<file path="config.mk">
export PLATFORM = sky130hd
export DESIGN_NAME = cbl_device_flat
export DESIGN_NICKNAME = d
export VERILOG_FILES = /design/src/pkg/cbl_pkg.sv /design/src/pkg/cbl_if.sv /design/src/design/cbl_device.sv /design/src/flat_wrapper.sv
export SDC_FILE = /design/constraint.sdc
export NUM_CORES = 1
export LEC_CHECK = 0
export BUFFER_PORTS_ARGS = -buffer_cell sky130_fd_sc_hd__buf_4
export CORE_MARGIN = 2
export CORE_UTILIZATION = 53
export CTS_CLUSTER_SIZE = 14
export DETAILED_ROUTE_END_ITERATION = 6
export PLACE_DENSITY = 0.8
export SYNTH_ARGS = -nofsm -noshare
export SYNTH_HDL_FRONTEND = slang
export SYNTH_SLANG_ARGS = --single-unit
</file>
<file path="constraint.sdc">
create_clock -name sys_clk -period 4.1 [get_ports sys_clk]
set_input_delay 0.41 -clock sys_clk [delete_from_list [all_inputs] [get_ports sys_clk]]
set_output_delay 0.41 -clock sys_clk [all_outputs]
set_load 0.02 [all_outputs]
</file>
<file path="src/pkg/cbl_pkg.sv">
// constants shared by both ends of the configuration byte load port
// assumes one 125 MHz system clock on both ends
package cbl_pkg;

    // ****************************************
    // clock and data widths
    // ****************************************
    localparam int CLK_MHZ   = 125;
    localparam int BYTE_W    = 8;
    localparam int ADDR_W    = 16;
    localparam int FIFO_D    = 16;
    localparam int CONFIG_CLOCK_DIV  = 16;
    localparam int CNT_W     = 10;

    // ****************************************
    // write strobe timing
    // ****************************************
    localparam int WRITE_MIN_NS = 100;
    localparam logic [3:0] WRITE_MIN_CYC = 4'((WRITE_MIN_NS * CLK_MHZ + 999) / 1000);
    localparam logic [CNT_W-1:0] WRITE_HOLD_CYC = CNT_W'(int'(WRITE_MIN_CYC) + 3);
    localparam int BUSY_DLY_NS = 60;
    localparam int BUSY_DLY_CYC = (BUSY_DLY_NS * CLK_MHZ) / 1000;
    localparam logic [CNT_W-1:0] GAP_CYC = CNT_W'(BUSY_DLY_CYC + 2);

    // ****************************************
    // busy length in config clock periods
    // ****************************************
    localparam int BUSY_MIN_TENTHS = 25;
    localparam int BUSY_MAX_PERIODS = 9;
    localparam logic [2:0] BUSY_MIN_TICKS = 3'((BUSY_MIN_TENTHS + 9) / 10 + 1);

    // ****************************************
    // byte-wide memory read clock phases
    // ****************************************
    localparam int READ_LOW_NS  = 4000;
    localparam int READ_HIGH_NS = 600;
    localparam logic [CNT_W-1:0] READ_LOW_CYC  = CNT_W'((READ_LOW_NS * CLK_MHZ + 999) / 1000);
    localparam logic [CNT_W-1:0] READ_HIGH_CYC = CNT_W'((READ_HIGH_NS * CLK_MHZ + 999) / 1000);

    // ****************************************
    // reset and program pulse, array clearing
    // ****************************************
    localparam int RESET_PULSE_US = 6;
    localparam logic [CNT_W-1:0] RESET_PULSE_CYC = CNT_W'(RESET_PULSE_US * CLK_MHZ + 1);
    localparam logic [3:0] INIT_CLEAR_CYC = 4'hF;

endpackage

</file>
<file path="src/pkg/cbl_if.sv">
// pins between the configuration host and the loading port
// assumes both ends run on the same system clock; testbench joins them
`timescale 1ns/10ps
interface cbl_if;
    logic                        chip_select_a_b;
    logic                        chip_select_b_b;
    logic                        chip_select_c_b;
    logic                        write_strobe_b;
    logic [cbl_pkg::BYTE_W-1:0]  wr_data;
    logic                        ready;
    logic                        init_done;
    logic                        cfg_reset_b;
    logic                        done_prog_b;
    logic                        read_clock;
    logic [cbl_pkg::ADDR_W-1:0]  mem_addr;
    logic [cbl_pkg::BYTE_W-1:0]  mem_data;

    modport device (
        input  chip_select_a_b,
        input  chip_select_b_b,
        input  chip_select_c_b,
        input  write_strobe_b,
        input  wr_data,
        input  cfg_reset_b,
        input  done_prog_b,
        input  mem_data,
        output ready,
        output init_done,
        output read_clock,
        output mem_addr
    );

    modport host (
        output chip_select_a_b,
        output chip_select_b_b,
        output chip_select_c_b,
        output write_strobe_b,
        output wr_data,
        output cfg_reset_b,
        output done_prog_b,
        output mem_data,
        input  ready,
        input  init_done,
        input  read_clock,
        input  mem_addr
    );
endinterface

</file>
<file path="src/design/cbl_device.sv">
// loading port of the programmable array: peripheral writes and byte memory fetch
// assumes pins arrive from outside the clock domain; serial stream leaves on user side
`timescale 1ns/10ps
module cbl_device #(
    parameter int CONFIG_CLOCK_DIV = cbl_pkg::CONFIG_CLOCK_DIV
) (
    input  wire logic sys_clk,
    input  wire logic rst_b,
    input  wire logic memory_mode,
    cbl_if.device     link,
    output logic      config_clock,
    output logic      cfg_data,
    output logic      cfg_bit_valid,
    output logic      cfg_active
);
    localparam int BW    = cbl_pkg::BYTE_W;
    localparam int CW    = cbl_pkg::CNT_W;
    localparam int SYN_W = 6 + 2 * BW;
    localparam int DIV_W = $clog2(CONFIG_CLOCK_DIV);

    typedef enum logic [4:0] {
        DV_CLEAR    = 5'h01,
        DV_WAIT     = 5'h02,
        DV_PERIPH   = 5'h04,
        DV_MEM_LOW  = 5'h08,
        DV_MEM_HIGH = 5'h10
    } cbl_dev_state_t;

    // ****************************************
    // pin synchronisers
    // ****************************************
    logic [SYN_W-1:0] pin_raw;
    logic [SYN_W-1:0] meta_q;
    logic [SYN_W-1:0] sync_q;

    assign pin_raw = {link.cfg_reset_b, link.done_prog_b, link.chip_select_a_b,
                      link.chip_select_b_b, link.chip_select_c_b, link.write_strobe_b,
                      link.wr_data, link.mem_data};

    always_ff @(posedge sys_clk or negedge rst_b) begin
        if (!rst_b) begin
            meta_q <= '1;
            sync_q <= '1;
        end else begin
            meta_q <= pin_raw;
            sync_q <= meta_q;
        end
    end

    logic          reset_ok;
    logic          prog_ok;
    logic          sel_on;
    logic [BW-1:0] wr_data_s;
    logic [BW-1:0] mem_data_s;

    assign reset_ok   = sync_q[SYN_W-1];
    assign prog_ok    = sync_q[SYN_W-2];
    assign sel_on     = sync_q[2*BW+3:2*BW] == 4'h0;
    assign wr_data_s  = sync_q[2*BW-1:BW];
    assign mem_data_s = sync_q[BW-1:0];

    // ****************************************
    // state machine
    // ****************************************
    cbl_dev_state_t state_q;
    cbl_dev_state_t state_d;
    logic [3:0]     clr_cnt_q;
    logic [CW-1:0]  rd_cnt_q;
    logic [CW-1:0]  rd_lim;
    logic           hold_vld_q;

    assign rd_lim = (state_q == DV_MEM_LOW) ? cbl_pkg::READ_LOW_CYC : cbl_pkg::READ_HIGH_CYC;

    always_comb begin
        state_d = state_q;
        case (state_q)
            DV_CLEAR: begin
                if (prog_ok && clr_cnt_q == cbl_pkg::INIT_CLEAR_CYC) begin
                    state_d = DV_WAIT;
                end
            end
            DV_WAIT: begin
                if (!prog_ok) begin
                    state_d = DV_CLEAR;
                end else if (reset_ok) begin
                    state_d = memory_mode ? DV_MEM_LOW : DV_PERIPH;
                end
            end
            DV_PERIPH: begin
                if (!prog_ok || !reset_ok) begin
                    state_d = DV_CLEAR;
                end
            end
            DV_MEM_LOW: begin
                if (!prog_ok || !reset_ok) begin
                    state_d = DV_CLEAR;
                end else if (rd_cnt_q == rd_lim && !hold_vld_q) begin
                    state_d = DV_MEM_HIGH;
                end
            end
            DV_MEM_HIGH: begin
                if (!prog_ok || !reset_ok) begin
                    state_d = DV_CLEAR;
                end else if (rd_cnt_q == rd_lim) begin
                    state_d = DV_MEM_LOW;
                end
            end
            default: begin
                state_d = DV_CLEAR;
            end
        endcase
    end

    logic in_clear;
    logic mem_take;
    logic mem_next;

    assign in_clear = state_q == DV_CLEAR;
    assign mem_take = state_q == DV_MEM_LOW && state_d == DV_MEM_HIGH;
    assign mem_next = state_q == DV_MEM_HIGH && state_d == DV_MEM_LOW;

    always_ff @(posedge sys_clk or negedge rst_b) begin
        if (!rst_b) begin
            state_q   <= DV_CLEAR;
            clr_cnt_q <= 4'h0;
            rd_cnt_q  <= '0;
        end else begin
            state_q   <= state_d;
            clr_cnt_q <= (!in_clear || !prog_ok) ? 4'h0 :
                         clr_cnt_q + 4'((clr_cnt_q != cbl_pkg::INIT_CLEAR_CYC));
            rd_cnt_q  <= (state_d != state_q) ? '0 : rd_cnt_q + CW'((rd_cnt_q != rd_lim));
        end
    end

    // ****************************************
    // config clock generator
    // ****************************************
    logic [DIV_W-1:0] div_q;
    logic             tick;

    assign tick = div_q == DIV_W'(CONFIG_CLOCK_DIV - 1);

    always_ff @(posedge sys_clk or negedge rst_b) begin
        if (!rst_b) begin
            div_q        <= '0;
            config_clock <= 1'h0;
        end else begin
            div_q        <= tick ? '0 : div_q + DIV_W'(1);
            config_clock <= !tick && (div_q >= DIV_W'(CONFIG_CLOCK_DIV / 2 - 1));
        end
    end

    // ****************************************
    // peripheral write capture
    // ****************************************
    logic [3:0]    strobe_cnt_q;
    logic [BW-1:0] data_lat_q;
    logic          wr_end;

    assign wr_end = state_q == DV_PERIPH && !sel_on && strobe_cnt_q == cbl_pkg::WRITE_MIN_CYC;

    always_ff @(posedge sys_clk or negedge rst_b) begin
        if (!rst_b) begin
            strobe_cnt_q <= 4'h0;
            data_lat_q   <= '0;
        end else begin
            strobe_cnt_q <= (sel_on && state_q == DV_PERIPH) ?
                            strobe_cnt_q + 4'((strobe_cnt_q != cbl_pkg::WRITE_MIN_CYC)) : 4'h0;
            if (sel_on) begin
                data_lat_q <= wr_data_s;
            end
        end
    end

    // ****************************************
    // two-stage buffer and shifter
    // ****************************************
    logic [BW-1:0] hold_q;
    logic [BW-1:0] sh_q;
    logic [3:0]    sh_cnt_q;
    logic          hold_load;
    logic [BW-1:0] hold_src;
    logic          take_w;

    assign hold_load = wr_end || mem_take;
    assign hold_src  = mem_take ? mem_data_s : data_lat_q;
    assign take_w    = tick && hold_vld_q && sh_cnt_q <= 4'h1;

    always_ff @(posedge sys_clk or negedge rst_b) begin
        if (!rst_b) begin
            hold_q     <= '0;
            hold_vld_q <= 1'h0;
        end else begin
            if (hold_load) begin
                hold_q <= hold_src;
            end
            hold_vld_q <= hold_load || (hold_vld_q && !take_w && !in_clear);
        end
    end

    always_ff @(posedge sys_clk or negedge rst_b) begin
        if (!rst_b) begin
            sh_q          <= '0;
            sh_cnt_q      <= 4'h0;
            cfg_data      <= 1'h0;
            cfg_bit_valid <= 1'h0;
        end else if (in_clear) begin
            sh_cnt_q      <= 4'h0;
            cfg_bit_valid <= 1'h0;
        end else if (tick) begin
            cfg_data      <= sh_q[BW-1];
            cfg_bit_valid <= sh_cnt_q != 4'h0;
            if (take_w) begin
                sh_q     <= hold_q;
                sh_cnt_q <= 4'(BW);
            end else if (sh_cnt_q != 4'h0) begin
                sh_q     <= {sh_q[BW-2:0], 1'h0};
                sh_cnt_q <= sh_cnt_q - 4'h1;
            end
        end
    end

    // ****************************************
    // ready and busy pacing
    // ****************************************
    logic [2:0] busy_tk_q;
    logic       busy_done;
    logic       ready_d;

    assign busy_done = busy_tk_q == cbl_pkg::BUSY_MIN_TICKS && !hold_vld_q;
    assign ready_d   = state_q == DV_PERIPH && !wr_end && (link.ready || busy_done);

    always_ff @(posedge sys_clk or negedge rst_b) begin
        if (!rst_b) begin
            busy_tk_q  <= cbl_pkg::BUSY_MIN_TICKS;
            link.ready <= 1'h0;
        end else begin
            if (wr_end) begin
                busy_tk_q <= 3'h0;
            end else if (tick && busy_tk_q != cbl_pkg::BUSY_MIN_TICKS) begin
                busy_tk_q <= busy_tk_q + 3'h1;
            end
            link.ready <= ready_d;
        end
    end

    // ****************************************
    // memory read clock, address and status
    // ****************************************
    always_ff @(posedge sys_clk or negedge rst_b) begin
        if (!rst_b) begin
            link.read_clock <= 1'h0;
            link.mem_addr   <= '0;
            link.init_done  <= 1'h0;
            cfg_active      <= 1'h0;
        end else begin
            link.read_clock <= state_d == DV_MEM_HIGH;
            if (in_clear) begin
                link.mem_addr <= '0;
            end else if (mem_next) begin
                link.mem_addr <= link.mem_addr + cbl_pkg::ADDR_W'(1);
            end
            link.init_done  <= state_d != DV_CLEAR;
            cfg_active      <= state_d == DV_PERIPH || state_d == DV_MEM_LOW ||
                               state_d == DV_MEM_HIGH;
        end
    end
endmodule

</file>
<file path="src/flat_wrapper.sv">
// flat-port wrapper written by rule: the top's interface ports become plain ports
module cbl_device_flat 
#(
    parameter int CONFIG_CLOCK_DIV = cbl_pkg::CONFIG_CLOCK_DIV
)
  (sys_clk, rst_b, memory_mode, config_clock, cfg_data, cfg_bit_valid, cfg_active, link_chip_select_a_b, link_chip_select_b_b, link_chip_select_c_b, link_write_strobe_b, link_wr_data, link_cfg_reset_b, link_done_prog_b, link_mem_data, link_ready, link_init_done, link_read_clock, link_mem_addr);
  cbl_if link_i ();
  input  wire logic sys_clk;
  input  wire logic rst_b;
  input  wire logic memory_mode;
  output logic config_clock;
  output logic cfg_data;
  output logic cfg_bit_valid;
  output logic cfg_active;
  input wire logic [$bits(link_i.chip_select_a_b)-1:0] link_chip_select_a_b;
  input wire logic [$bits(link_i.chip_select_b_b)-1:0] link_chip_select_b_b;
  input wire logic [$bits(link_i.chip_select_c_b)-1:0] link_chip_select_c_b;
  input wire logic [$bits(link_i.write_strobe_b)-1:0] link_write_strobe_b;
  input wire logic [$bits(link_i.wr_data)-1:0] link_wr_data;
  input wire logic [$bits(link_i.cfg_reset_b)-1:0] link_cfg_reset_b;
  input wire logic [$bits(link_i.done_prog_b)-1:0] link_done_prog_b;
  input wire logic [$bits(link_i.mem_data)-1:0] link_mem_data;
  output wire logic [$bits(link_i.ready)-1:0] link_ready;
  output wire logic [$bits(link_i.init_done)-1:0] link_init_done;
  output wire logic [$bits(link_i.read_clock)-1:0] link_read_clock;
  output wire logic [$bits(link_i.mem_addr)-1:0] link_mem_addr;
  assign link_i.chip_select_a_b = link_chip_select_a_b;
  assign link_i.chip_select_b_b = link_chip_select_b_b;
  assign link_i.chip_select_c_b = link_chip_select_c_b;
  assign link_i.write_strobe_b = link_write_strobe_b;
  assign link_i.wr_data = link_wr_data;
  assign link_i.cfg_reset_b = link_cfg_reset_b;
  assign link_i.done_prog_b = link_done_prog_b;
  assign link_i.mem_data = link_mem_data;
  assign link_ready = link_i.ready;
  assign link_init_done = link_i.init_done;
  assign link_read_clock = link_i.read_clock;
  assign link_mem_addr = link_i.mem_addr;
  cbl_device #(.CONFIG_CLOCK_DIV(CONFIG_CLOCK_DIV)) u_core (.sys_clk(sys_clk), .rst_b(rst_b), .memory_mode(memory_mode), .link(link_i), .config_clock(config_clock), .cfg_data(cfg_data), .cfg_bit_valid(cfg_bit_valid), .cfg_active(cfg_active));
endmodule
</file>
# After elaboration in Yosys (flattened, before gate mapping)
# Index checks and enable logic that the tools add are counted.
op_classes:
  n_mux: 28
  bitwise_logic: 1
  n_eq_ne: 19
  reduce_logical: 41
  n_lt_le_gt_ge: 2
  n_shift: 0
  div_mod_pow: 0
  multipliers: 0
  n_addsub: 7
ops:
  columns: ["op", "n"]
  rows:
  - ["$mux 5", 8]
  - ["$mux 16", 2]
  - ["$mux 4", 8]
  - ["$pmux 5 s5", 1]
  - ["$mux 8", 3]
  - ["$add 16x1->16 const B", 1]
  - ["$logic_and 1x1->1", 16]
  - ["$eq 4x4->1 const B", 3]
  - ["$add 10x1->10", 1]
  - ["$eq 10x10->1", 1]
  - ["$eq 5x3->1 const B", 2]
  - ["$eq 5x4->1 const B", 2]
  - ["$eq 5x5->1 const B", 2]
  - ["$mux 10", 1]
  - ["$ne 10x10->1", 1]
  - ["$mux 9", 1]
  - ["$add 4x1->4", 2]
  - ["$logic_not 1->1", 8]
  - ["$ne 4x4->1 const B", 2]
  - ["$reduce_bool 2->1", 4]
  - ["$logic_or 1x1->1", 7]
  - ["$mux 3", 2]
  - ["$eq 5x1->1 const B", 1]
  - ["$eq 5x2->1 const B", 1]
  - ["other kinds (16)", 18]
word_totals:
  register_bits: 126
  latchBits: 0
  ram_bits: 0
  word_cells: 119
  n_memories: 0
  out_inout_bits: 23
  mem_bits_ro: 0
  input_bits: 25

# Depth between registers and ports, before layout
# Gate-level depths: netlist (run 1).
depth:
  ltp_word: 11
  ltp_mapped: 12
  mapped_depth_nobuf: 11

# Worst setup path before layout (run 1)
# Ideal clock, no wire load.
synth_timing:
  path_kind: "register to register"
  from: "register u_core.state_q[4]"
  to: "register u_core.rd_cnt_q[8]"
  setup_ns: 0.101
  period_less_slack_ns: 2.423
  path_stages_with_launch: 13
  arrival_time_ns: 2.322
  required_time_ns: 3.999
  path_buffers: 1
  slack_ns: 1.677
  cell_sequence: "dfrtp_1 -> buf_6 -> or3_4 -> nand4bb_4 -> a21oi_2 -> inv_1 -> ha_1 -> ha_1 -> nand3_1 -> nor2_1 -> xor2_1 -> nand2_1 -> nor4_1"
synth_via:
  elab_chain_cells: 9
  elab_cells_between_ends: 21
  classes_between: "add/sub: 1; eq/ne: 8; mux: 11; reduce/logical: 1"
synth_rtl:
  columns: ["item", "line", "rtl"]
  rows:
  - ["start, declared", "cbl_device.sv:65", "cbl_dev_state_t state_q;"]
  - ["start signal, assigned", "cbl_device.sv:128", "state_q <= state_d;"]
  - ["$eq 5x4->1", "cbl_device.sv:72, cbl_device.sv:76", null]
  - ["$mux 9", "cbl_device.sv:72", "assign rd_lim = (state_q == DV_MEM_LOW) ? cbl_pkg::READ_LOW_CYC : cbl_pkg::READ_HIGH_CYC;"]
  - ["$eq 10x10->1", "cbl_device.sv:97, cbl_device.sv:104", null]
  - ["$logic_and 1x1->1", "cbl_device.sv:97", "end else if (rd_cnt_q == rd_lim && !hold_vld_q) begin"]
  - ["$mux 5", "cbl_device.sv:97", null]
  - ["$mux 5", "cbl_device.sv:95", "if (!prog_ok || !reset_ok) begin"]
  - ["$pmux 5 s5", "cbl_device.sv:76", "case (state_q)"]
  - ["$ne 5x5->1", "cbl_device.sv:131", "rd_cnt_q <= (state_d != state_q) ? '0 : rd_cnt_q + CW'((rd_cnt_q != rd_lim));"]
  - ["$mux 10 *", "cbl_device.sv:131", null]
  - ["end signal, assigned", "cbl_device.sv:131", null]
  - ["end, declared", "cbl_device.sv:68", "logic [CW-1:0] rd_cnt_q;"]
# Every way passes the cells marked *; elsewhere a longest branch is shown, timed or not.
# A chain may end at the register's enable or synchronous reset.

# Worst setup path after layout (run 1)
layout_timing:
  from: "register u_core.state_q[3]"
  to: "register u_core.rd_cnt_q[8]"
# The elaborated chain is that of the path after synthesis.

==> results of run 1 <==
placed cells by master (no fill, tap or decap), types with 2 or more instances in the layout:
cell and n:
inv_8 2, inv_1 13, inv_6 3, nor3b_2 2
o31ai_1 2, xor2_1 16, clkinv_4 3, a21o_1 2
or3_1 2, and3_1 9, nor3_1 7, nand3_1 21
mux2_2 9, xnor2_1 12, clkbuf_16 19, nor4_1 11
a211oi_1 3, or4_1 3, and4_1 2, o21ai_1 4
and2_1 2, a21oi_1 25, o21ai_0 10, or4b_1 2
inv_2 2, nor4_2 3, nor2_1 52, mux2i_1 16
nand4_1 9, ha_1 13, dlygate4sd3_1 23, dfstp_2 46
a311oi_1 2, buf_4 53, dfrtp_1 80, nand2b_1 2
nand2_1 36
power breakdown:
group / leakage (uW) / internal, uW / switching, uW
logic: 0.00111 / 86.4 / 86.2
clock network: 0.000299 / 928 / 568
registers: 0.00156 / 1330 / 61.1
total: 0.00297 / 2350 / 715
cells by family (layout without fill, tap and decap cells):
kind of cell               count (synthesis)  in the layout  share of synthesized area
AOI/OAI and AO/OA                         60             60                    0.07669
xor gates and xnor gates                  28             28                    0.04555
adders and majority gates                 13             13                    0.03021
buffers and inverters                     30            123                    0.02626
DFF                                      126            126                     0.5963
muxes                                     25             25                    0.04857
and+or+nand+nor                          175            175                     0.1764
flip-flops by register name, summed over array words and instances (netlist names), 3 cells and up:
signal	cells
u_core.meta_q	22
u_core.div_q	4
u_core.clr_cnt_q	4
u_core.state_q	5
u_core.sync_q	22
u_core.sh_cnt_q	4
u_core.sh_q	8
u_core.data_lat_q	8
u_core.rd_cnt_q	10
u_core.busy_tk_q	3
u_core.strobe_cnt_q	4
u_core.hold_q	8
u_core.link.mem_addr	16
Yosys cell counts, types with 2 or more instances:
master,count
o31ai_1,2
o21ai_1,4
buf_2,5
xnor2_1,12
nand2b_1,2
inv_2,2
nor3b_2,2
a311oi_1,2
xor2_1,16
mux2_2,9
clkbuf_1,5
a21o_1,2
a21oi_1,25
dfstp_2,46
buf_6,3
nor4_1,12
nor4_2,3
and3_1,9
buf_1,2
or4_1,3
and2_1,2
ha_1,13
nor3_1,7
and4_1,2
nand3_1,21
mux2i_1,16
nand2_1,36
nor2_1,52
inv_1,13
nand4_1,9
a211oi_1,3
or3_1,2
o21ai_0,10
or4b_1,2
dfrtp_1,80
cell type report:
cell class | instances | area, sq um | share of cell area
repair buffers | 76 | 628.1 | 0.09348
inverters | 15 | 56.30 | 0.008380
clock inverters | 11 | 117.6 | 0.01750
flip-flops and latches | 126 | 3211 | 0.4778
well taps | 133 | 166.4 | 0.02477
clock buffers | 21 | 493.0 | 0.07337
multi-input cells | 301 | 2047 | 0.3047
worst max-delay path by stage:
stage	start	endpoint	slack, ps	cells past startpoint
global placement	u_core.state_q[3]	u_core.rd_cnt_q[8]	1490	11
detailed placement	u_core.state_q[3]	u_core.rd_cnt_q[8]	1350	11
floorplan	u_core.state_q[4]	u_core.rd_cnt_q[8]	1680	12
global route	u_core.state_q[3]	u_core.rd_cnt_q[8]	1130	11
CTS	u_core.state_q[3]	u_core.rd_cnt_q[8]	1330	11
finish	u_core.state_q[3]	u_core.rd_cnt_q[8]	1340	11
critical path, delay by kind of cell, from the launching register on:
| family | cells | cell delay, ps |
|---|---|---|
| AOI/OAI and AO/OA | 1 | 300 |
| adders and majority gates | 2 | 430 |
| buffers and inverters | 1 | 80 |
| xor gates and xnor gates | 1 | 130 |
| and+or+nand+nor | 6 | 1130 |
| DFF | 1 | 620 |
routing by layer:
metal  global-route usage  up-vias
met3              0.06238       20
met4              0.08095        0
met1               0.2463     1828
li1                     -     1772
met2               0.3567      106
met5                    0        -
metrics by stage:
step | total power, uW | cell area, sq um
after global routing | 3181 | 6719
after floorplan | 1491 | 5384
final | 3060 | 6719
after detailed placement | 1569 | 5878
after CTS | 3096 | 6719
after global placement | 1554 | 5878
repair_timing:
item,4_1_cts,5_1_grt
endpoints found under the setup margin,0,0
endpoints found under the hold margin,45,0
hold buffers,23,0
resized for setup,0,0
==> summary.md, run 1 <==
| Metric | Value |
|---|---|
| Effective utilization at floorplan | `0.5483` |
| Number of cells in the finished layout apart from fillers | `around 680` |
| GR Util All Layers | `0.2082` |
| Global-route wire length before repair | `18150 um` |
| Ranking of synthesized cells by area | `dfrtp_1, dfstp_2, nor2_1, ha_1, mux2i_1` |
| Hold worst-path end | `u_core.state_q[2]` |
| Setup violators final | `0` |
| Post-Route Utilization | `0.6843` |
| Path class of the lowest-slack min-delay path | `primary input to flop` |
| Filler Cell Count | `between 700 and 800` |
| Seq/Total Area, Yosys | `0.5963` |
| Unrepaired setup endpoints after global routing | `false` |
| Max stage delay on crit path | `just over 600 ps` |
| Top FF cell, synth | `dfrtp_1` |
| Areal power density over the cells | `~460 mW/mm^2` |
| Start-to-end type of the worst setup path | `flop to flop` |
| Post-route worst hold slack | `approximately 270 ps` |
| Post-synth cell types | `58` |
| Number of setup buffers added after CTS | `0` |
| # placed instances | `around 630` |
| Setup slack on the worst flop-to-flop path | `1340 ps` |
| Worst endpoint required time | `4520 ps` |
| Met2 Wirelength | `roughly 5400 um` |
| R2r worst-path depth | `11` |
| Worst hold start | `memory_mode` |
| Setup WS pre-CTS | `roughly 1400 ps` |
| Width of the die | `~100 um` |
| DRC | `0` |
| Clock Latency Late Sink | `around 520 ps` |
| Share of the cycle needed by the critical path after routing | `0.6724` |
| Top cell type's share of synthesized area | `0.3718` |
| Worst VDD drop | `approximately 0.00052 V` |
| Number of clock buffers inserted by TritonCTS | `17` |
| Root Buffer | `clkbuf_8` |
| Share of flip-flops with an asynchronous set or reset | `1.000` |
| Max-capacitance violation count | `0` |
| Worst reg2reg startpoint | `u_core.state_q[3]` |
| Number of enable-type register cells in the synthesized netlist | `0` |
| H-tree levels | `4` |
| Most frequent CP cell | `ha_1` |
| Die area | `between 0.01 and 0.015 sq mm` |
| Antenna viol nets, final | `0` |
| Reg-to-reg endpoint | `u_core.rd_cnt_q[8]` |
| Standard-cell row count | `36` |
| Cell count after synthesis | `between 400 and 500` |
| Routed Wire Length | `10410 um` |
| Diode count | `0` |
| Largest fanout of any net on the critical path | `11` |
| Sum of overflow across all layers after global routing | `0` |
| # nets final | `between 500 and 600` |
| Die Height | `~100 um` |
| Clock sinks | `126` |
| Total via count in the routed design | `3726` |
| Final worst path period need | `~2800 ps` |
| Count of boundary I/O pins | `48` |
| First-pass detailed-route iteration total | `4` |
| Mapped Area | `between 0.005 and 0.006 sq mm` |
| Drt first-iter violations | `177` |
| Warnings from Yosys | `0` |
| Top routing layer in use | `met4` |
| Final hold vios | `0` |
| CP endpoint kind | `flop` |
| Type of origin of the critical path | `flop` |
| Avg Synthesized Cell Area | `11.78 sq um` |
| Initial antenna violation count | `0` |
| Cell taking the most area after synthesis | `dfrtp_1` |
| Leak Pwr | `between 0.002 and 0.003 uW` |
| Via count of the first global-routing pass | `3886` |
| CTS Buffer Depth | `2` |
| Data arrival at the endpoint of the critical path | `about 3200 ps` |
| List of cells traversed by the critical path | `or2b_1 > nand4bb_4 > a21oi_2 > inv_1 > ha_1 > ha_1 > nand3_1 > nor2_1 > xor2_1 > nand2_1 > nor4_1` |
| Detailed-route wire length per cell | `between 15 and 20 um` |
| Largest net degree at the start of global routing | `63` |
| FF+latch count, synth | `between 100 and 150` |
| Clock slew at the register clock pins of the worst setup and hold paths | `60 ps` |
| Final clock skew | `between 6 and 7 ps` |
| Final HPWL from detailed placement | `6787 um` |
| Outcome | `finished, final reports clean` |
| Worst-margin pin slew | `slightly below 1000 ps` |
| Achievable clock frequency | `between 0.3 and 0.4 GHz` |
| M1 WL | `4354 um` |
| Cell with the largest stage delay on the worst path | `dfrtp_1` |
| Share of post-route cells with drive strength above 1 | `0.2909` |
| Number of port buffers | `47` |
| Total negative slack for setup checks | `0 ps` |
| Fin. max-slew vios | `0` |
| Routability cong. | `between 0.8 and 0.9` |
| Routed vias/inst | `5.455` |
| Total length of routed met3 wires | `roughly 480 um` |
| Core Footprint | `0.009819 sq mm` |
| Worst Setup Slack, final | `1343 ps` |
| Synthesized netlist net count | `495` |
| Count of cells along the worst hold path | `3` |
| Growth of design area from synthesis to finish | `24.80%` |
| CTS tree | `yes` |
| Remaining max-slew budget at the tightest pin | `0.3513` |
Note: power is estimated with default switching activity, not from simulation.
==> run 2, diff against run 1 <==
- ABC_AREA: not set -> 1
- PLACE_DENSITY: 0.8 -> 0.83
- clock period: 4.1 -> 2.25 ns (I/O delays scaled with it)
==> run 2 against run 1 <==
Compared with the run above: sequential share of layout area shrank 2.1 points; power is 78% higher; clock-buffer cell count decreased by 1; non-clock buffer count rose by 13; critical path depth up 3; flip-flop and latch count did not move; final area increased by 4.7%; core utilization is essentially flat; largest power group is now registers; first-iteration DRC count up 38%; final cell count rose by 19%; clock power rose by 67%; die area grew 3.1%; critical path type unchanged.
==> summary.md, run 2 <==
| Metric | Value |
|---|---|
| Outcome | `finished, final reports clean (unchanged)` |
| Most repeated cell in the gate-level netlist after synthesis | `nand2_1 (was dfrtp_1)` |
| Type of origin of the critical path | `flop (unchanged)` |
| DRC | `0 (unchanged)` |
| Clock slew at the register clock pins of the worst setup and hold paths | `60 ps (about the same)` |
| Largest net degree at the start of global routing | `49 (was 63)` |
| Share of post-route cells with drive strength above 1 | `0.3086 (was 0.2909)` |
| Final worst path period need | `2174 ps (was 2757 ps)` |
| Total length of routed met3 wires | `420 um (was 483 um)` |
| Dominant combinational cell family by area after synthesis | `simple AND/OR/NAND/NOR gates (unchanged)` |
| Number of port buffers | `47 (unchanged)` |
| Fin. max-slew vios | `0 (unchanged)` |
| Simple-gate portion of the synthesized area | `0.2410 (was 0.1764)` |
| Cell taking the most area after synthesis | `dfrtp_1 (unchanged)` |
| Post-Place Cell Area | `0.006176 sq mm (was 0.005878 sq mm)` |
| Synthesized netlist net count | `598 (was 495)` |
| Registers with the highest flip-flop counts | `u_core.meta_q: 22 flops, u_core.sync_q: 22 flops, u_core.link.mem_addr: 16 flops (unchanged)` |
| Met2 Wirelength | `5591 um (was 5385 um)` |
| Drt first-iter violations | `245 (was 177)` |
| CP endpoint kind | `flop (unchanged)` |
| Count of boundary I/O pins | `48 (unchanged)` |
| Path class of the lowest-slack min-delay path | `primary input to flop (unchanged)` |
| M1 WL | `4506 um (was 4354 um)` |
| Areal power density over the cells | `773.5 mW/mm^2 (was 455.5 mW/mm^2)` |
| Top FF cell, synth | `dfrtp_1 (unchanged)` |
| Sum of overflow across all layers after global routing | `0 (unchanged)` |
| Via count of the first global-routing pass | `4245 (was 3886)` |
| Worst VDD drop | `0.0006910 V (was 0.0005206 V)` |
| Routed vias/inst | `5.072 (was 5.455)` |
| First-pass detailed-route iteration total | `4 (unchanged)` |
| Largest fanout of any net on the critical path | `5 (was 11)` |
| Die Height | `106.4 um (was 104.8 um)` |
| Antenna viol nets, final | `0 (unchanged)` |
| Growth of design area from synthesis to finish | `26.55% (was 24.80%)` |
| Routed Wire Length | `10840 um (was 10410 um)` |
| Mapped Area | `0.005560 sq mm (was 0.005384 sq mm)` |
| Post-synth cell types | `43 (was 58)` |
| Start-to-end type of the worst setup path | `flop to flop (unchanged)` |
| Number of clock buffers inserted by TritonCTS | `17 (unchanged)` |
| Final clock skew | `6.007 ps (was 6.407 ps)` |
| CTS Buffer Depth | `2 (unchanged)` |
| Global-route wire length before repair | `18520 um (was 18150 um)` |
| Final HPWL from detailed placement | `7117 um (was 6787 um)` |
| Clock sinks | `126 (unchanged)` |
| Cell count after synthesis | `560 (was 457)` |
| GR Util All Layers | `0.2084 (was 0.2082)` |
| FF+latch count, synth | `126 (unchanged)` |
| Proportion of synthesized area in mux cells | `0 (was 0.04857)` |
| Die area | `0.01133 sq mm (was 0.01098 sq mm)` |
| Initial antenna violation count | `0 (unchanged)` |
| Top routing layer in use | `met4 (unchanged)` |
| Data arrival at the endpoint of the critical path | `2590 ps (was 3180 ps)` |
| Warnings from Yosys | `0 (unchanged)` |
| Worst-margin pin slew | `527.0 ps (was 969.4 ps)` |
| Leak Pwr | `0.003299 uW (was 0.002974 uW)` |
| Ranking of synthesized cells by area | `dfrtp_1, dfstp_2, nand2_1, inv_1, nor2_1 (was dfrtp_1, dfstp_2, nor2_1, ha_1, mux2i_1)` |
| Most instantiated cells after synthesis | `nand2_1, dfrtp_1, inv_1 (was dfrtp_1, nor2_1, dfstp_2)` |
| Number of enable-type register cells in the synthesized netlist | `0 (unchanged)` |
| Synthesized-area fraction occupied by ao, oa, aoi and oai cells | `0.06976 (was 0.07669)` |
| Root Buffer | `clkbuf_8 (unchanged)` |
| Routability cong. | `0.8760 (was 0.8826)` |
| Standard-cell row count | `37 (was 36)` |
| Setup violators final | `0 (unchanged)` |
| Top library cells by usage in the layout, fill and taps aside | `nand2_1, dfrtp_1, inv_1 (was dfrtp_1, buf_4, nor2_1)` |
| H-tree levels | `4 (unchanged)` |
| Avg Synthesized Cell Area | `9.929 sq um (was 11.78 sq um)` |
| Core Footprint | `0.01028 sq mm (was 0.009819 sq mm)` |
| Top cell type's share of synthesized area | `0.3600 (was 0.3718)` |
| Width of the die | `106.4 um (was 104.8 um)` |
| Achievable clock frequency | `0.4600 GHz (was 0.3628 GHz)` |
| Seq/Total Area, Yosys | `0.5774 (was 0.5963)` |
| Detailed-route wire length per cell | `13.38 um (was 15.25 um)` |
| Total via count in the routed design | `4108 (was 3726)` |
| Finished layout cell area | `0.007037 sq mm (was 0.006719 sq mm)` |
| # nets final | `699 (was 575)` |
| Clock Latency Late Sink | `530 ps (was 520 ps)` |
| Adder-cell share of the synthesized area | `0.02925 (was 0.03021)` |
| Max-capacitance violation count | `0 (unchanged)` |
| Final hold vios | `0 (unchanged)` |
| Setup slack on the worst flop-to-flop path | `80 ps (was 1340 ps)` |
| Most common library cell in the layout ignoring fill and taps | `nand2_1 (was dfrtp_1)` |
| Diode count | `0 (unchanged)` |
| Remaining max-slew budget at the tightest pin | `0.6487 (was 0.3513)` |
| Post-Route Utilization | `0.6847 (was 0.6843)` |
| Worst endpoint required time | `2660 ps (was 4520 ps)` |
| Filler Cell Count | `747 (was 731)` |
| Share of flip-flops with an asynchronous set or reset | `1.000 (unchanged)` |
| CTS tree | `yes (unchanged)` |
| Parity-gate share of the synthesized area counting xor and xnor cells | `0.02048 (was 0.04555)` |
| Effective utilization at floorplan | `0.5410 (was 0.5483)` |
| Share of the cycle needed by the critical path after routing | `0.9663 (was 0.6724)` |
## run 2: cells by family after synthesis
logic type                 after synthesis
adders and majority gates               13
buffers and inverters                   89
AOI/OAI and AO/OA                       68
DFF                                    126
and+or+nand+nor                        251
xor gates and xnor gates                13
## run 2: path summary, 6_finish.rpt
kind	start	end	cells past startpoint
max	u_core.state_q[4]	u_core.rd_cnt_q[9]	14
min	memory_mode	u_core.state_q[2]	6
max reg2reg	u_core.state_q[4]	u_core.rd_cnt_q[9]	14
min reg2reg	u_core.meta_q[21]	u_core.sync_q[21]	0
max in group asynchronous	rst_b	u_core.sync_q[0]	3
min in group asynchronous	rst_b	u_core.clr_cnt_q[0]	2
## run 2: layout make-up
type	instances	area (sq um)	share of cell area
sequential	126	3212	0.4564
multi-input combinational	345	2046	0.2907
timing repair buffer	89	750.7	0.1067
clock buffer	20	456.7	0.06490
inverter	82	307.8	0.04374
tap	136	170.2	0.02418
clock inverter	12	93.84	0.01334
## run 2: metal layers
layer / GRT usage / vias up
met5: 0 / -
met4: 0.09091 / 0
met3: 0.05089 / 29
met2: 0.3649 / 92
met1: 0.2435 / 1980
li1: - / 2007
## run 2: critical path, stage by stage (launching register included)
cell and delay (ps):
dfrtp_1 410, inv_2 110, nand2_2 100, nor2_8 130, nand2_2 90, nand3_4 100, ha_4 140, nand3_2 100
nor2_2 150, inv_1 80, nor2_2 170, nand3_2 100, nor2_2 140, xor2_1 180, nor3_2 70
## run 2: report_power, final
part           switching (uW)  internal, uW
registers                 104          2420
clock network            1040          1470
logic                     216           187
total                    1360          4080
## run 2: stage by stage
stage / hold WS (ps) / std cells / TNS [ps] / total power [uW] / worst slack (ps)
after floorplan: -70.59 / 560 / 0 / 2750 / 113.6
after global placement: 230.7 / 750 / 0 / 2881 / 152.2
after detailed placement: 243.3 / 750 / 0 / 2895 / 62.54
after CTS: 170.6 / 805 / 0 / 5461 / 48.44
after global routing: 238.0 / 810 / -62.62 / 5652 / -62.62
final: 172.0 / 810 / 0 / 5443 / 75.91
## run 2: what timing repair did
| item | in CTS | in global routing |
|---|---|---|
| setup endpoints to repair | 0 | 3 |
| gates resized for setup | 0 | 11 |
| buffers inserted | 0 | 5 |
| hold endpoints to repair | 26 | 0 |
| hold buffers | 23 | 0 |
==> run 3, diff against run 2 <==
- CTS_BUF_LIST: not set -> sky130_fd_sc_hd__clkbuf_8 sky130_fd_sc_hd__clkbuf_16
==> run 3 against run 2 <==
Compared with the run above: clock skew barely moved; final cell count did not move; sequential power barely moved; global-route usage did not move; hold slack barely moved; largest cell class unchanged; via count barely moved; combinational power barely moved; worst setup slack barely moved; clock-buffer cell count fell by 1.
==> summary.md, run 3 (same netlist as run 2, synthesis figures left out) <==
| Metric | Value |
|---|---|
| List of cells traversed by the critical path | `inv_2 > nand2_2 > nor2_8 > nand2_2 > nand3_4 > ha_4 > nand3_2 > nor2_2 > inv_1 > nor2_2 > nand3_2 > nor2_2 > xor2_1 > nor3_2 (unchanged)` |
| Diode count | `0 (unchanged)` |
| R2r worst-path depth | `14 (unchanged)` |
| Share of the cycle needed by the critical path after routing | `0.9664 (was 0.9663)` |
| Share of post-route cells with drive strength above 1 | `0.3086 (unchanged)` |
| Max stage delay on crit path | `410 ps (about the same)` |
| Post-route worst hold slack | `171.7 ps (was 172.0 ps)` |
| Final HPWL from detailed placement | `7117 um (unchanged)` |
| Worst reg2reg startpoint | `u_core.state_q[4] (unchanged)` |
| Areal power density over the cells | `772.7 mW/mm^2 (was 773.5 mW/mm^2)` |
| Fin. max-slew vios | `0 (unchanged)` |
| Worst VDD drop | `0.0006910 V (about the same)` |
| Total via count in the routed design | `4110 (was 4108)` |
| Buf/Inv on CP | `2 (unchanged)` |
| Largest fanout of any net on the critical path | `5 (unchanged)` |
| Achievable clock frequency | `0.4599 GHz (was 0.4600 GHz)` |
| Remaining max-slew budget at the tightest pin | `0.6486 (was 0.6487)` |
| GR Util All Layers | `0.2084 (unchanged)` |
| Type of origin of the critical path | `flop (unchanged)` |
| Most common library cell in the layout ignoring fill and taps | `nand2_1 (unchanged)` |
| Final worst path period need | `2174 ps (about the same)` |
| Setup slack on the worst flop-to-flop path | `80 ps (about the same)` |
| Largest net degree at the start of global routing | `49 (unchanged)` |
| CTS tree | `yes (unchanged)` |
| First-pass detailed-route iteration total | `5 (was 4)` |
| # nets final | `699 (unchanged)` |
| Start-to-end type of the worst setup path | `flop to flop (unchanged)` |
| Worst endpoint required time | `2660 ps (about the same)` |
| CTS Buffer Depth | `2 (unchanged)` |
| Worst Setup Slack, final | `75.66 ps (was 75.91 ps)` |
| CP endpoint kind | `flop (unchanged)` |
| Data arrival at the endpoint of the critical path | `2590 ps (about the same)` |
| Setup violators final | `0 (unchanged)` |
| Core Footprint | `0.01028 sq mm (unchanged)` |
| Max-capacitance violation count | `0 (unchanged)` |
| Top delay family on crit path | `simple AND/OR/NAND/NOR gates (unchanged)` |
| Routed vias/inst | `5.074 (was 5.072)` |
| Switching Share | `0.2504 (was 0.2503)` |
| Growth of design area from synthesis to finish | `26.55% (unchanged)` |
| Standard-cell row count | `37 (unchanged)` |
| Initial antenna violation count | `0 (unchanged)` |
| Comb pwr share | `0.074 (about the same)` |
| Outcome | `finished, final reports clean (unchanged)` |
| Clock slew at the register clock pins of the worst setup and hold paths | `60 ps (about the same)` |
| Setup WS pre-CTS | `62.54 ps (unchanged)` |
| Antenna viol nets, final | `0 (unchanged)` |
| Via count of the first global-routing pass | `4245 (unchanged)` |
| Leak Pwr | `0.003303 uW (was 0.003299 uW)` |
| # placed instances | `750 (unchanged)` |
| Clock network power share | `0.461 (was 0.462)` |
| Registers with the highest flip-flop counts | `u_core.meta_q: 22 flops, u_core.sync_q: 22 flops, u_core.link.mem_addr: 16 flops (unchanged)` |
| Power dissipated by switching net loads | `1362 uW (was 1363 uW)` |
| Final clock skew | `5.652 ps (was 6.007 ps)` |
| Worst hold start | `memory_mode (unchanged)` |
| Reg-to-reg endpoint | `u_core.rd_cnt_q[9] (unchanged)` |
| Clock sinks | `126 (unchanged)` |
| Number of port buffers | `47 (unchanged)` |
| Clock Latency Late Sink | `530 ps (about the same)` |
| Sequential group share of total power | `0.465 (was 0.464)` |
| Number of cells in the finished layout apart from fillers | `810 (unchanged)` |
| H-tree levels | `4 (unchanged)` |
| Drt first-iter violations | `272 (was 245)` |
| Final hold vios | `0 (unchanged)` |
| Launch point of the critical path | `u_core.state_q[4] (unchanged)` |
| Detailed-route wire length per cell | `13.41 um (was 13.38 um)` |
| Sum of overflow across all layers after global routing | `0 (unchanged)` |
| Worst-margin pin slew | `527.1 ps (was 527.0 ps)` |
| Die Height | `106.4 um (unchanged)` |
| DRC | `0 (unchanged)` |
| Root Buffer | `clkbuf_8 (unchanged)` |
| Critical path endpoint | `u_core.rd_cnt_q[9] (unchanged)` |
| Routed Wire Length | `10860 um (was 10840 um)` |
| Count of boundary I/O pins | `48 (unchanged)` |
| Die area | `0.01133 sq mm (unchanged)` |
| Path class of the lowest-slack min-delay path | `primary input to flop (unchanged)` |
| Most frequent CP cell | `nor2_2 (unchanged)` |
| Routability cong. | `0.8760 (unchanged)` |
| Effective utilization at floorplan | `0.5410 (unchanged)` |
| Number of clock buffers inserted by TritonCTS | `17 (unchanged)` |
| Cell with the largest stage delay on the worst path | `dfrtp_1 (unchanged)` |
| Width of the die | `106.4 um (unchanged)` |
| Top library cells by usage in the layout, fill and taps aside | `nand2_1, dfrtp_1, inv_1 (unchanged)` |
| Total negative slack for setup checks | `0 ps (unchanged)` |
| Number of cells on the critical path | `14 (unchanged)` |
| Global-route wire length before repair | `18520 um (unchanged)` |
| Int Pwr | `4075 uW (was 4080 uW)` |
[run 3: worst min-delay path by stage]
| stage | endpoint | slack, ps | cells past startpoint |
|---|---|---|---|
| after floorplan | u_core.busy_tk_q[0] | -70 | 0 |
| final | u_core.state_q[2] | 170 | 6 |
| after detailed placement | u_core.clr_cnt_q[1] | 240 | 1 |
| after CTS | u_core.state_q[2] | 170 | 6 |
| after global placement | u_core.clr_cnt_q[0] | 230 | 1 |
| after global routing | u_core.state_q[2] | 240 | 6 |
[run 3: per-layer routing]
metal | track usage | wire length, um | vias to the layer above
li1 | - | - | 2006
met2 | 0.3649 | 5613 | 94
met1 | 0.2435 | 4517 | 1983
met5 | 0 | 0 | -
met3 | 0.05089 | 433 | 27
met4 | 0.09091 | 298 | 0
[run 3: worst min-delay path, delay by kind of cell]
family                 cells  cell delay (ps)
AND/OR/NAND/NOR            3              250
AO/OA/AOI/OAI              1               80
buffers and inverters      2              120
[run 3: power groups by stage]
stage          Sequential (uW)  Clock [uW]  Combinational (uW)
5_1_grt                   2540        2650                 458
2_1_floorplan             2530           0                 224
4_1_cts                   2520        2560                 384
3_5_place_dp              2550           0                 346
6_report                  2530        2510                 404
3_3_place_gp              2540           0                 337
[run 3: area by class of cell]
cell class / count / area (sq um)
fill: 747 / 3241
timing repair buffer: 89 / 750.7
inverter: 82 / 307.8
multi-input combinational: 345 / 2046
sequential: 126 / 3212
clock inverter: 13 / 97.59
tap: 136 / 170.2
clock buffer: 19 / 452.9
[run 3: repair_timing]
item	in CTS	in global routing
endpoints found under the setup margin	0	3
hold buffers	23	0
hold endpoints to repair	26	0
gates resized for setup	0	11
setup buffers	0	5
[run 3: per-stage QoR]
stage / power [uW] / util / instance area, sq um
5_1_grt: 5648 / 0.6847 / 7037
3_5_place_dp: 2895 / 0.6009 / 6176
2_1_floorplan: 2750 / - / 5560
4_1_cts: 5457 / 0.6769 / 6957
6_report: 5437 / 0.6847 / 7037
3_3_place_gp: 2881 / 0.6009 / 6176
